$ cat config.mk
export PLATFORM = sky130hd
export DESIGN_NAME = adcc_top
export DESIGN_NICKNAME = d
export VERILOG_FILES = /design/src/adcc_pkg.sv /design/src/adcc_clkdiv.sv /design/src/adcc_top.sv
export SDC_FILE = /design/constraint.sdc
export NUM_CORES = 1
export LEC_CHECK = 0
export BUFFER_PORTS_ARGS = -buffer_cell sky130_fd_sc_hd__buf_2
export CORE_ASPECT_RATIO = 0.9
export CORE_MARGIN = 2
export CORE_UTILIZATION = 62
export CTS_CLUSTER_DIAMETER = 200
export CTS_CLUSTER_SIZE = 14
export DETAILED_ROUTE_END_ITERATION = 7
export PLACE_DENSITY = 0.88
export SETUP_SLACK_MARGIN = 0.1
export SLEW_MARGIN = 20
export SYNTH_ARGS = -nofsm -noshare
export SYNTH_HDL_FRONTEND = slang
export SYNTH_SLANG_ARGS = --single-unit
$ cat constraint.sdc
create_clock -name core_clk_i -period 10.2 [get_ports core_clk_i]
set_input_delay 1.02 -clock core_clk_i [delete_from_list [all_inputs] [get_ports core_clk_i]]
set_output_delay 1.02 -clock core_clk_i [all_outputs]
set_load 0.02 [all_outputs]
$ cat src/adcc_pkg.sv
// Constants, register map and types of the converter control block.
// Assumes one 40 MHz clock and a byte-wide register port.
// What this block does
// - Control-one write sets continuous mode, done interrupt and channel.
// - Config bit 7 selects low-power operation.
// - Config bits 6:5 divide the input clock; 00 divides by one.
// - Config bit 4 selects long sample time.
// - Config bits 3:2 select resolution; 10 gives 10-bit results.
// - Config bits 1:0 select input clock; 00 is the bus clock.
// - Control-two bit 7 shows a conversion in progress.
// - Control-two bit 6 picks trigger: 0 software, 1 hardware.
// - Control-two bit 5 enables the compare function.
// - Control-two bits 3:2 read zero; software writes bits 1:0 zero.
// - Control-one bit 7 is a read-only done flag set by hardware.
// - Control-one bit 6 enables the conversion-complete interrupt.
// - Control-one bit 5 selects continuous, else one per trigger.
// - Control-one bits 4:0 hold the channel; 00001 is input one.
// - High result byte read first; pair protected until low is read.
// - Compare value pair holds the threshold used by compare.
// - Set pin control bits disable digital I/O of matching pins.
// - Done flag clears on control-one write or low result read.
// - Interrupt asserts while done flag and its enable are set.
// - Software trigger: control-one write starts one or continuous.
// - Channel all ones turns converter off and ends continuous runs.
package adcc_pkg;
   // Register indices on the byte port
   localparam logic [3:0] OFS_SC1  = 4'h0;
   localparam logic [3:0] OFS_SC2  = 4'h1;
   localparam logic [3:0] OFS_RESH = 4'h2;
   localparam logic [3:0] OFS_RESL = 4'h3;
   localparam logic [3:0] OFS_CVH  = 4'h4;
   localparam logic [3:0] OFS_CVL  = 4'h5;
   localparam logic [3:0] OFS_CFG  = 4'h6;
   localparam logic [3:0] OFS_PIN1 = 4'h7;
   localparam logic [3:0] OFS_PIN2 = 4'h8;
   // Field positions
   localparam int CFG_LP   = 7;
   localparam int CFG_DIVH = 6;
   localparam int CFG_DIVL = 5;
   localparam int CFG_LSMP = 4;
   localparam int CFG_MODH = 3;
   localparam int CFG_MODL = 2;
   localparam int CFG_CKH  = 1;
   localparam int CFG_CKL  = 0;
   localparam int SC2_ACT  = 7;
   localparam int SC2_TRG  = 6;
   localparam int SC2_CFE  = 5;
   localparam int SC2_CGT  = 4;
   localparam int SC1_DONE = 7;
   localparam int SC1_IEN  = 6;
   localparam int SC1_CONT = 5;
   // Reset values
   localparam logic [7:0] RST_CFG = 8'h00;
   localparam logic [7:0] RST_SC2 = 8'h00;
   localparam logic [4:0] CH_OFF  = 5'h1F;
   // Resolution codes
   localparam logic [1:0] MODE_8  = 2'h0;
   localparam logic [1:0] MODE_12 = 2'h1;
   localparam logic [1:0] MODE_10 = 2'h2;
   // Input clock codes
   localparam logic [1:0] CK_BUS  = 2'h0;
   localparam logic [1:0] CK_HALF = 2'h1;
   localparam logic [1:0] CK_ALT  = 2'h2;
   localparam logic [1:0] CK_ASYN = 2'h3;
   // Phase lengths in converter clock ticks
   localparam logic [4:0] SMP_SHORT = 5'h04;
   localparam logic [4:0] SMP_LONG  = 5'h18;
   localparam logic [4:0] CONV_XTRA = 5'h02;
   typedef enum logic [1:0] {
      ST_IDLE = 2'b00,
      ST_SAMP = 2'b01,
      ST_CONV = 2'b11
   } adcc_state_t;
endpackage

$ cat src/adcc_clkdiv.sv
// Converter clock divider producing one-cycle enable pulses.
// Assumes src_tick_i is a one-cycle enable on the core clock.
`timescale 1ns/1ps
`default_nettype none
module adcc_clkdiv (
   input  wire logic       clk_i,      // Core clock
   input  wire logic       rst_i,      // Async reset, high
   input  wire logic       src_tick_i, // Input clock tick
   input  wire logic [1:0] div_sel_i,  // Divide 1,2,4,8
   output logic            tick_o      // Converter clock tick
);
   logic [2:0] cnt;
   logic [2:0] next_cnt;
   logic [2:0] lim;

   // Count source ticks up to the divide limit
   always_comb begin
      lim = 3'((4'h1 << div_sel_i) - 4'h1);
      tick_o = src_tick_i && (cnt == lim);
      next_cnt = cnt;
      if (src_tick_i) begin
         next_cnt = tick_o ? 3'h0 : 3'(cnt + 3'h1);
      end
   end

   // Divider counter
   always_ff @(posedge clk_i or posedge rst_i) begin
      if (rst_i) begin
         cnt <= 3'h0;
      end else begin
         cnt <= next_cnt;
      end
   end
endmodule
`default_nettype wire

$ cat src/adcc_top.sv
// Control and register front end of a SAR converter.
// Assumes the analog core settles core_result_i by the end
// of the conversion phase; pins reach it via 3-flop syncs.
`timescale 1ns/1ps
`default_nettype none
module adcc_top (
   input  wire logic        core_clk_i,    // Bus clock
   input  wire logic        sys_rst_i,     // Async reset
   input  wire logic [3:0]  reg_addr_i,    // Register index
   input  wire logic [7:0]  reg_wdata_i,   // Write data
   input  wire logic        reg_wr_i,      // Write strobe
   input  wire logic        reg_rd_i,      // Read strobe
   output logic      [7:0]  reg_rdata_o,   // Read data
   input  wire logic        hw_trigger_i,  // Trigger pin
   input  wire logic        alt_clk_i,     // Alt clock pin
   input  wire logic        async_clk_i,   // Async clock pin
   input  wire logic [11:0] core_result_i, // Core result
   output logic             conv_on_o,     // Converter powered
   output logic             sample_o,      // Sampling phase
   output logic             convert_o,     // Approx. phase
   output logic      [4:0]  channel_o,     // Selected input
   output logic      [1:0]  resolution_o,  // Mode to core
   output logic             low_power_o,   // Low-power mode
   output logic             irq_o,         // Done interrupt
   output logic     [15:0]  pin_disable_o  // Digital I/O off
);
   // Register state
   logic [7:0]  cfg;
   logic [7:0]  next_cfg;
   logic [6:0]  sc2;
   logic [6:0]  next_sc2;
   logic        ien;
   logic        next_ien;
   logic        cont;
   logic        next_cont;
   logic [4:0]  chan;
   logic [4:0]  next_chan;
   logic [7:0]  cvh;
   logic [7:0]  next_cvh;
   logic [7:0]  cvl;
   logic [7:0]  next_cvl;
   logic [7:0]  pin1;
   logic [7:0]  next_pin1;
   logic [7:0]  pin2;
   logic [7:0]  next_pin2;
   logic [11:0] result;
   logic [11:0] next_result;
   logic        done;
   logic        next_done;
   logic        lock;
   logic        next_lock;
   logic [7:0]  rdata;
   logic [7:0]  next_rdata;

   // Sequencer state
   adcc_pkg::adcc_state_t state;
   adcc_pkg::adcc_state_t next_state;
   logic        active;
   logic        next_active;
   logic        restart;
   logic        next_restart;
   logic [4:0]  cnt;
   logic [4:0]  next_cnt;
   logic        half;
   logic        next_half;

   // Pin synchronisers and filtered levels
   logic [2:0]  trg_sy;
   logic [2:0]  alt_sy;
   logic [2:0]  asy_sy;
   logic        trg_lvl;
   logic        next_trg_lvl;
   logic        alt_lvl;
   logic        next_alt_lvl;
   logic        asy_lvl;
   logic        next_asy_lvl;

   // Decoded strobes and helper terms
   logic        wr_sc1;
   logic        rd_resh;
   logic        rd_resl;
   logic        trg_edge;
   logic        src_tick;
   logic        converter_clock;
   logic        hw_mode;
   logic        finish;
   logic        cmp_ok;
   logic        keep;
   logic [11:0] conv_val;
   logic [11:0] cmp_val;
   logic [4:0]  smp_len;
   logic [4:0]  cnv_len;

   // Result bits for a resolution code
   function automatic logic [4:0] mode_bits(
      input logic [1:0] m
   );
      unique case (m)
         adcc_pkg::MODE_12: mode_bits = 5'h0C;
         adcc_pkg::MODE_10: mode_bits = 5'h0A;
         default:           mode_bits = 5'h08;
      endcase
   endfunction

   // Right-justify a value to the resolution in use
   function automatic logic [11:0] fit(
      input logic [11:0] v,
      input logic [1:0]  m
   );
      unique case (m)
         adcc_pkg::MODE_12: fit = v;
         adcc_pkg::MODE_10: fit = {2'h0, v[11:2]};
         default:           fit = {4'h0, v[11:4]};
      endcase
   endfunction

   // Width-fitted compare threshold
   function automatic logic [11:0] thresh(
      input logic [7:0] h,
      input logic [7:0] l,
      input logic [1:0] m
   );
      unique case (m)
         adcc_pkg::MODE_12: thresh = {h[3:0], l};
         adcc_pkg::MODE_10: thresh = {2'h0, h[1:0], l};
         default:           thresh = {4'h0, l};
      endcase
   endfunction

   // Register port strobes
   assign wr_sc1  = reg_wr_i && reg_addr_i == adcc_pkg::OFS_SC1;
   assign rd_resh = reg_rd_i && reg_addr_i == adcc_pkg::OFS_RESH;
   assign rd_resl = reg_rd_i && reg_addr_i == adcc_pkg::OFS_RESL;
   assign hw_mode = sc2[adcc_pkg::SC2_TRG];

   // Three-flop pin capture; stage two feeds stage three and the level filter
   always_ff @(posedge core_clk_i or posedge sys_rst_i) begin
      if (sys_rst_i) begin
         trg_sy <= 3'h0;
         alt_sy <= 3'h0;
         asy_sy <= 3'h0;
      end else begin
         trg_sy <= {trg_sy[1:0], hw_trigger_i};
         alt_sy <= {alt_sy[1:0], alt_clk_i};
         asy_sy <= {asy_sy[1:0], async_clk_i};
      end
   end

   // Accept a level once stages two and three agree
   always_comb begin
      next_trg_lvl = trg_lvl;
      next_alt_lvl = alt_lvl;
      next_asy_lvl = asy_lvl;
      if (trg_sy[1] == trg_sy[2]) begin
         next_trg_lvl = trg_sy[2];
      end
      if (alt_sy[1] == alt_sy[2]) begin
         next_alt_lvl = alt_sy[2];
      end
      if (asy_sy[1] == asy_sy[2]) begin
         next_asy_lvl = asy_sy[2];
      end
   end

   // Filtered pin levels
   always_ff @(posedge core_clk_i or posedge sys_rst_i) begin
      if (sys_rst_i) begin
         trg_lvl <= 1'b0;
         alt_lvl <= 1'b0;
         asy_lvl <= 1'b0;
      end else begin
         trg_lvl <= next_trg_lvl;
         alt_lvl <= next_alt_lvl;
         asy_lvl <= next_asy_lvl;
      end
   end

   // Input clock source tick
   always_comb begin
      trg_edge = next_trg_lvl && !trg_lvl;
      next_half = !half;
      unique case (cfg[adcc_pkg::CFG_CKH:adcc_pkg::CFG_CKL])
         adcc_pkg::CK_BUS:  src_tick = 1'b1;
         adcc_pkg::CK_HALF: src_tick = half;
         adcc_pkg::CK_ALT:  src_tick = next_alt_lvl && !alt_lvl;
         adcc_pkg::CK_ASYN: src_tick = next_asy_lvl && !asy_lvl;
      endcase
   end

   // Converter clock divider
   adcc_clkdiv u_div (
      .clk_i      (core_clk_i),
      .rst_i      (sys_rst_i),
      .src_tick_i (src_tick),
      .div_sel_i  (cfg[adcc_pkg::CFG_DIVH:adcc_pkg::CFG_DIVL]),
      .tick_o     (converter_clock)
   );

   // Phase lengths and compare of the settling result
   always_comb begin
      smp_len = cfg[adcc_pkg::CFG_LSMP] ? adcc_pkg::SMP_LONG
                                         : adcc_pkg::SMP_SHORT;
      cnv_len = 5'(mode_bits(cfg[adcc_pkg::CFG_MODH:adcc_pkg::CFG_MODL])
                + adcc_pkg::CONV_XTRA);
      conv_val = fit(core_result_i,
                     cfg[adcc_pkg::CFG_MODH:adcc_pkg::CFG_MODL]);
      cmp_val = thresh(cvh, cvl,
                       cfg[adcc_pkg::CFG_MODH:adcc_pkg::CFG_MODL]);
      cmp_ok = sc2[adcc_pkg::SC2_CGT] ? (conv_val >= cmp_val)
                                       : (conv_val < cmp_val);
      finish = state == adcc_pkg::ST_CONV && converter_clock
               && cnt == 5'(cnv_len - 5'h01);
      // Compare off: every conversion counts
      keep = finish && (!sc2[adcc_pkg::SC2_CFE] || cmp_ok);
   end

   // Conversion sequencer
   always_comb begin
      next_state   = state;
      next_cnt     = cnt;
      next_active  = active;
      next_restart = 1'b0;
      unique case (state)
         adcc_pkg::ST_IDLE: begin
            if (restart || (hw_mode && trg_edge
                && chan != adcc_pkg::CH_OFF)) begin
               next_state  = adcc_pkg::ST_SAMP;
               next_cnt    = 5'h00;
               next_active = 1'b1;
            end
         end
         adcc_pkg::ST_SAMP: begin
            if (converter_clock) begin
               next_cnt = 5'(cnt + 5'h01);
               if (cnt == 5'(smp_len - 5'h01)) begin
                  next_state = adcc_pkg::ST_CONV;
                  next_cnt   = 5'h00;
               end
            end
         end
         adcc_pkg::ST_CONV: begin
            if (converter_clock) begin
               next_cnt = 5'(cnt + 5'h01);
            end
            if (finish) begin
               next_state   = adcc_pkg::ST_IDLE;
               next_active  = 1'b0;
               next_restart = cont;
            end
         end
      endcase
      // Control-one write aborts the sequence and restarts it in software mode
      if (wr_sc1) begin
         next_state  = adcc_pkg::ST_IDLE;
         next_active = 1'b0;
         next_cnt    = 5'h00;
         // Software trigger starts on the write; off code stops
         next_restart = !hw_mode
                        && reg_wdata_i[4:0] != adcc_pkg::CH_OFF;
      end else if (chan == adcc_pkg::CH_OFF) begin
         next_restart = 1'b0;
      end
   end

   // Sequencer registers
   always_ff @(posedge core_clk_i or posedge sys_rst_i) begin
      if (sys_rst_i) begin
         state   <= adcc_pkg::ST_IDLE;
         cnt     <= 5'h00;
         active  <= 1'b0;
         restart <= 1'b0;
         half    <= 1'b0;
      end else begin
         state   <= next_state;
         cnt     <= next_cnt;
         active  <= next_active;
         restart <= next_restart;
         half    <= next_half;
      end
   end

   // Register writes, result capture and flags
   always_comb begin
      next_cfg    = cfg;
      next_sc2    = sc2;
      next_ien    = ien;
      next_cont   = cont;
      next_chan   = chan;
      next_cvh    = cvh;
      next_cvl    = cvl;
      next_pin1   = pin1;
      next_pin2   = pin2;
      next_result = result;
      next_done   = done;
      next_lock   = lock;
      if (reg_wr_i) begin
         unique case (reg_addr_i)
            adcc_pkg::OFS_CFG: next_cfg = reg_wdata_i;
            adcc_pkg::OFS_SC2: next_sc2 = reg_wdata_i[6:0];
            adcc_pkg::OFS_SC1: begin
               // Done bit ignored on writes
               next_ien  = reg_wdata_i[adcc_pkg::SC1_IEN];
               next_cont = reg_wdata_i[adcc_pkg::SC1_CONT];
               next_chan = reg_wdata_i[4:0];
            end
            adcc_pkg::OFS_CVH:  next_cvh = reg_wdata_i;
            adcc_pkg::OFS_CVL:  next_cvl = reg_wdata_i;
            adcc_pkg::OFS_PIN1: next_pin1 = reg_wdata_i;
            adcc_pkg::OFS_PIN2: next_pin2 = reg_wdata_i;
            default: ;
         endcase
      end
      // High read freezes the pair until the low read
      if (rd_resh) begin
         next_lock = 1'b1;
      end
      if (rd_resl) begin
         next_lock = 1'b0;
      end
      // Clear first so that a same-cycle completion wins
      if (wr_sc1 || rd_resl) begin
         next_done = 1'b0;
      end
      if (keep && !lock) begin
         next_result = conv_val;
         next_done   = 1'b1;
      end
   end

   // Register file
   always_ff @(posedge core_clk_i or posedge sys_rst_i) begin
      if (sys_rst_i) begin
         cfg    <= adcc_pkg::RST_CFG;
         sc2    <= adcc_pkg::RST_SC2[6:0];
         ien    <= 1'b0;
         cont   <= 1'b0;
         chan   <= adcc_pkg::CH_OFF;
         cvh    <= 8'h00;
         cvl    <= 8'h00;
         pin1   <= 8'h00;
         pin2   <= 8'h00;
         result <= 12'h000;
         done   <= 1'b0;
         lock   <= 1'b0;
      end else begin
         cfg    <= next_cfg;
         sc2    <= next_sc2;
         ien    <= next_ien;
         cont   <= next_cont;
         chan   <= next_chan;
         cvh    <= next_cvh;
         cvl    <= next_cvl;
         pin1   <= next_pin1;
         pin2   <= next_pin2;
         result <= next_result;
         done   <= next_done;
         lock   <= next_lock;
      end
   end

   // Read data mux; unmapped indices read zero
   always_comb begin
      next_rdata = 8'h00;
      if (reg_rd_i) begin
         unique case (reg_addr_i)
            adcc_pkg::OFS_SC1:
               next_rdata = {done, ien, cont, chan};
            adcc_pkg::OFS_SC2:
               next_rdata = {active, sc2[adcc_pkg::SC2_TRG:4],
                             2'h0, sc2[1:0]};
            adcc_pkg::OFS_RESH: next_rdata = {4'h0, result[11:8]};
            adcc_pkg::OFS_RESL: next_rdata = result[7:0];
            adcc_pkg::OFS_CVH:  next_rdata = cvh;
            adcc_pkg::OFS_CVL:  next_rdata = cvl;
            adcc_pkg::OFS_CFG:  next_rdata = cfg;
            adcc_pkg::OFS_PIN1: next_rdata = pin1;
            adcc_pkg::OFS_PIN2: next_rdata = pin2;
            default:            next_rdata = 8'h00;
         endcase
      end
   end

   // Read data register
   always_ff @(posedge core_clk_i or posedge sys_rst_i) begin
      if (sys_rst_i) begin
         rdata <= 8'h00;
      end else begin
         rdata <= next_rdata;
      end
   end

   // Outputs to core, pins and interrupt
   assign reg_rdata_o   = rdata;
   assign conv_on_o     = chan != adcc_pkg::CH_OFF;
   assign sample_o      = state == adcc_pkg::ST_SAMP;
   assign convert_o     = state == adcc_pkg::ST_CONV;
   assign channel_o     = chan;
   assign resolution_o  = cfg[adcc_pkg::CFG_MODH:adcc_pkg::CFG_MODL];
   assign low_power_o   = cfg[adcc_pkg::CFG_LP];
   assign irq_o         = done && ien;
   assign pin_disable_o = {pin2, pin1};
endmodule
`default_nettype wire
==> out/results.txt <==
Full die area = 8940 sq um
Total CTS buffers = 9
Hold_sp = alt_sy[0]
Starting density of the core = 63.6%
Largest net degree at the start of global routing = 84
Clock sinks = 99
Area of the multi-input gates = 2420 sq um
Fmax = 242 MHz
Cell area after synthesis = 5080 sq um
Worst path slowest cell = nor4_4
Final Critical Period = 4.13 ns
WP buf/inv = 1
CP Capture Point = result[8]
Outcome = completed
Diode count = 0
Clk root buf = clkbuf_8
RSZ-0062 raised after global routing = no
Port buffer count = 66
Gr usage total = 29.0%
Max Cap Viol = 0
DP HPWL = 8920 um
1st-iter DRT viols = 352
First-pass GRT wire length = 20,200 um
Clock power share = 21.1%
CP required = 10.45 ns
Max-slew headroom = 28.7%
Drt drc = 0
Top post-synthesis cells by count = dfrtp_1 (94), nand2_1 (58), mux2_2 (41)
Layout fillers = 613
Sw power = 408 uW
Core area = 7990 sq um
Number of synthesized flops with an enable pin = 0
Peak VDD IR = 105 uV
CP Launch Type = register
Clock Latency Late Sink = 0.37 ns
Clk slew on worst S/H paths = 0.09 ns
Post-CTS Repair Setup Buffers = 0
Ports = 67
Htree depth = 3
Skew final = 0.0113 ns
Asr flop ratio synth = 100%
Mean area per synthesized cell = 10.9 sq um
CP delay by family, top = simple AND/OR/NAND/NOR gates
Gr ovfl total = 0
Post-Route WL = 12,300 um
Gpl congestion = 0.943
CP Depth = 10
FF-to-FF setup slack = 6.07 ns
Critical Path Most Common Cell = ha_1
Post-synthesis sequential area ratio = 48.9%
Drt first pass iters = 8
Pint = 709 uW
Vias in the first global route = 3,908
FF+latch count, synth = 99
Final Hold Viols = 0
Pwr/cell area = 199 nW/um^2
Cells along the critical path = inv_1 -> ha_1 -> nor2b_1 -> and2_1 -> ha_1 -> a21oi_1 -> o21ai_0 -> o311a_1 -> nor4_4 -> mux2_2
Worst slew pin tran = 1.06 ns
Setup Total Neg Slack = 0 ns
Number of core rows = 31
Syn_nets = 516
Top cell type's share of synthesized area = 46.3%
Max Buffers Root-to-Sink = 2
Total Power = 1120 uW
Critical path class = register to register
Sw frac = 36.5%
Flip-flop and latch area = 2480 sq um
Die Wd = 99.4 um
Lkg Pwr = 0.00267 uW
Final worst-path cycle share = 40.5%
R2R Path End = result[8]
HP Class = register to register
Most numerous cell in the Yosys netlist = dfrtp_1
Combinational power share = 31.7%
Worst stage delay on the critical path = 0.92 ns
Final Max Tran Viols = 0
CTS hold repair buffers = 0
Synth warnings = 0
Via/cell ratio = 6.35
Sequential Power Share = 47.2%
Final ANT Viol Nets = 0
Syn Inst Count = 468
Arr. time, crit path = 4.38 ns
CP Capture Type = register
RR Startpoint = cfg[2]
Share of cells above drive strength 1 = 28.8%
Final nets = 570
Primary FF master, synth = dfrtp_1
Initial antenna violation count = 0
Critical path startpoint = cfg[2]
Routed len/inst = 19.7 um
Setup Viol. Count Final = 0
Area contributors post-synth = dfrtp_1 (46%), mux2_2 (9.1%), nand2_1 (4.3%)
Netlist cell types = 57
CTS tree = done
Via count = 3,974
CP max FO = 20
Area grow syn2layout = 10.6%
Cell taking the most area after synthesis = dfrtp_1
Height of the die = 89.9 um
PostCTS Resize Cnt = 0
Worst reg-to-reg path cell count = 10
-- layout make-up --
class	instances	share of cell area, %
clock buffer	11	2.52
sequential	99	44.2
tap	99	2.20
inverter	20	1.38
multi-input combinational	325	43.0
clock inverter	5	0.645
timing repair buffer	67	6.08
-- through the flow --
stage / util, % / cell area [sq um] / cells / worst slack (ns) / hold WS (ns)
after floorplan: - / 5080 / 468 / 6.60 / 0.331
after global placement: 68.1 / 5440 / 610 / 6.24 / 0.334
after detailed placement: 68.1 / 5440 / 610 / 6.12 / 0.344
final: 70.4 / 5620 / 626 / 6.07 / 0.363
after CTS: 70.3 / 5620 / 626 / 6.11 / 0.367
after global routing: 70.4 / 5620 / 626 / 5.83 / 0.372
-- per-layer routing --
metal	track usage, %	vias to the layer above	part of all wire (%)
li1	-	1800	-
met1	41.1	1938	42
met2	44.7	205	47
met3	6.22	31	8.7
met4	9.93	0	2.7
met5	0	-	0
-- logic make-up after synthesis --
group           after synthesis  synth area share [%]
compound gates               96                  13.0
xor+xnor                      3                 0.517
fa+ha+maj                    20                  4.78
buf+inv                      44                  3.55
flops                        99                  48.9
mux                          65                  15.6
simple gates                141                  13.7
-- state kept, by name, indices dropped and copies added (netlist names), 5 cells and up --
name and flops:
cnt 5, sc2 5, cvl 8, cvh 8, cfg 8, pin1 8, channel_o 5, result 12
reg_rdata_o 8, pin2 8
-- how the worst min path moves through the flow --
stage | to | slack, ns | cells past startpoint
2_1_floorplan | alt_sy[1] | 0.33 | 0
3_3_place_gp | alt_sy[1] | 0.33 | 0
3_5_place_dp | alt_sy[1] | 0.34 | 0
4_1_cts | alt_sy[1] | 0.37 | 0
5_1_grt | alt_sy[1] | 0.37 | 0
6_report | alt_sy[1] | 0.36 | 0
-- cell usage in the layout, fill, tap and decap left out, types with 3 or more instances in the layout --
cell type and count:
dfrtp_1 94, buf_2 66, nand2_1 58, mux2_2 41
o21ai_0 27, nor2_1 23, inv_1 19, ha_1 17
a21oi_1 15, a22oi_1 14, nand3_1 12, mux2i_1 12
a22o_1 11, clkbuf_8 10, nor2b_1 9, mux2_4 8
and3_1 7, and2_1 7, nor3_1 5, dfstp_2 5
nand4_1 4, or3_1 4, a211oi_1 4, xnor2_1 3
mux4_2 3, maj3_1 3
-- power by group through the flow --
stage	logic, uW	clock network, uW	registers, uW
floorplan	237	0	538
global placement	338	0	529
detailed placement	350	0	533
CTS	353	238	526
global route	392	252	536
finish	354	235	527
Power figures use the tool's default switching activity.
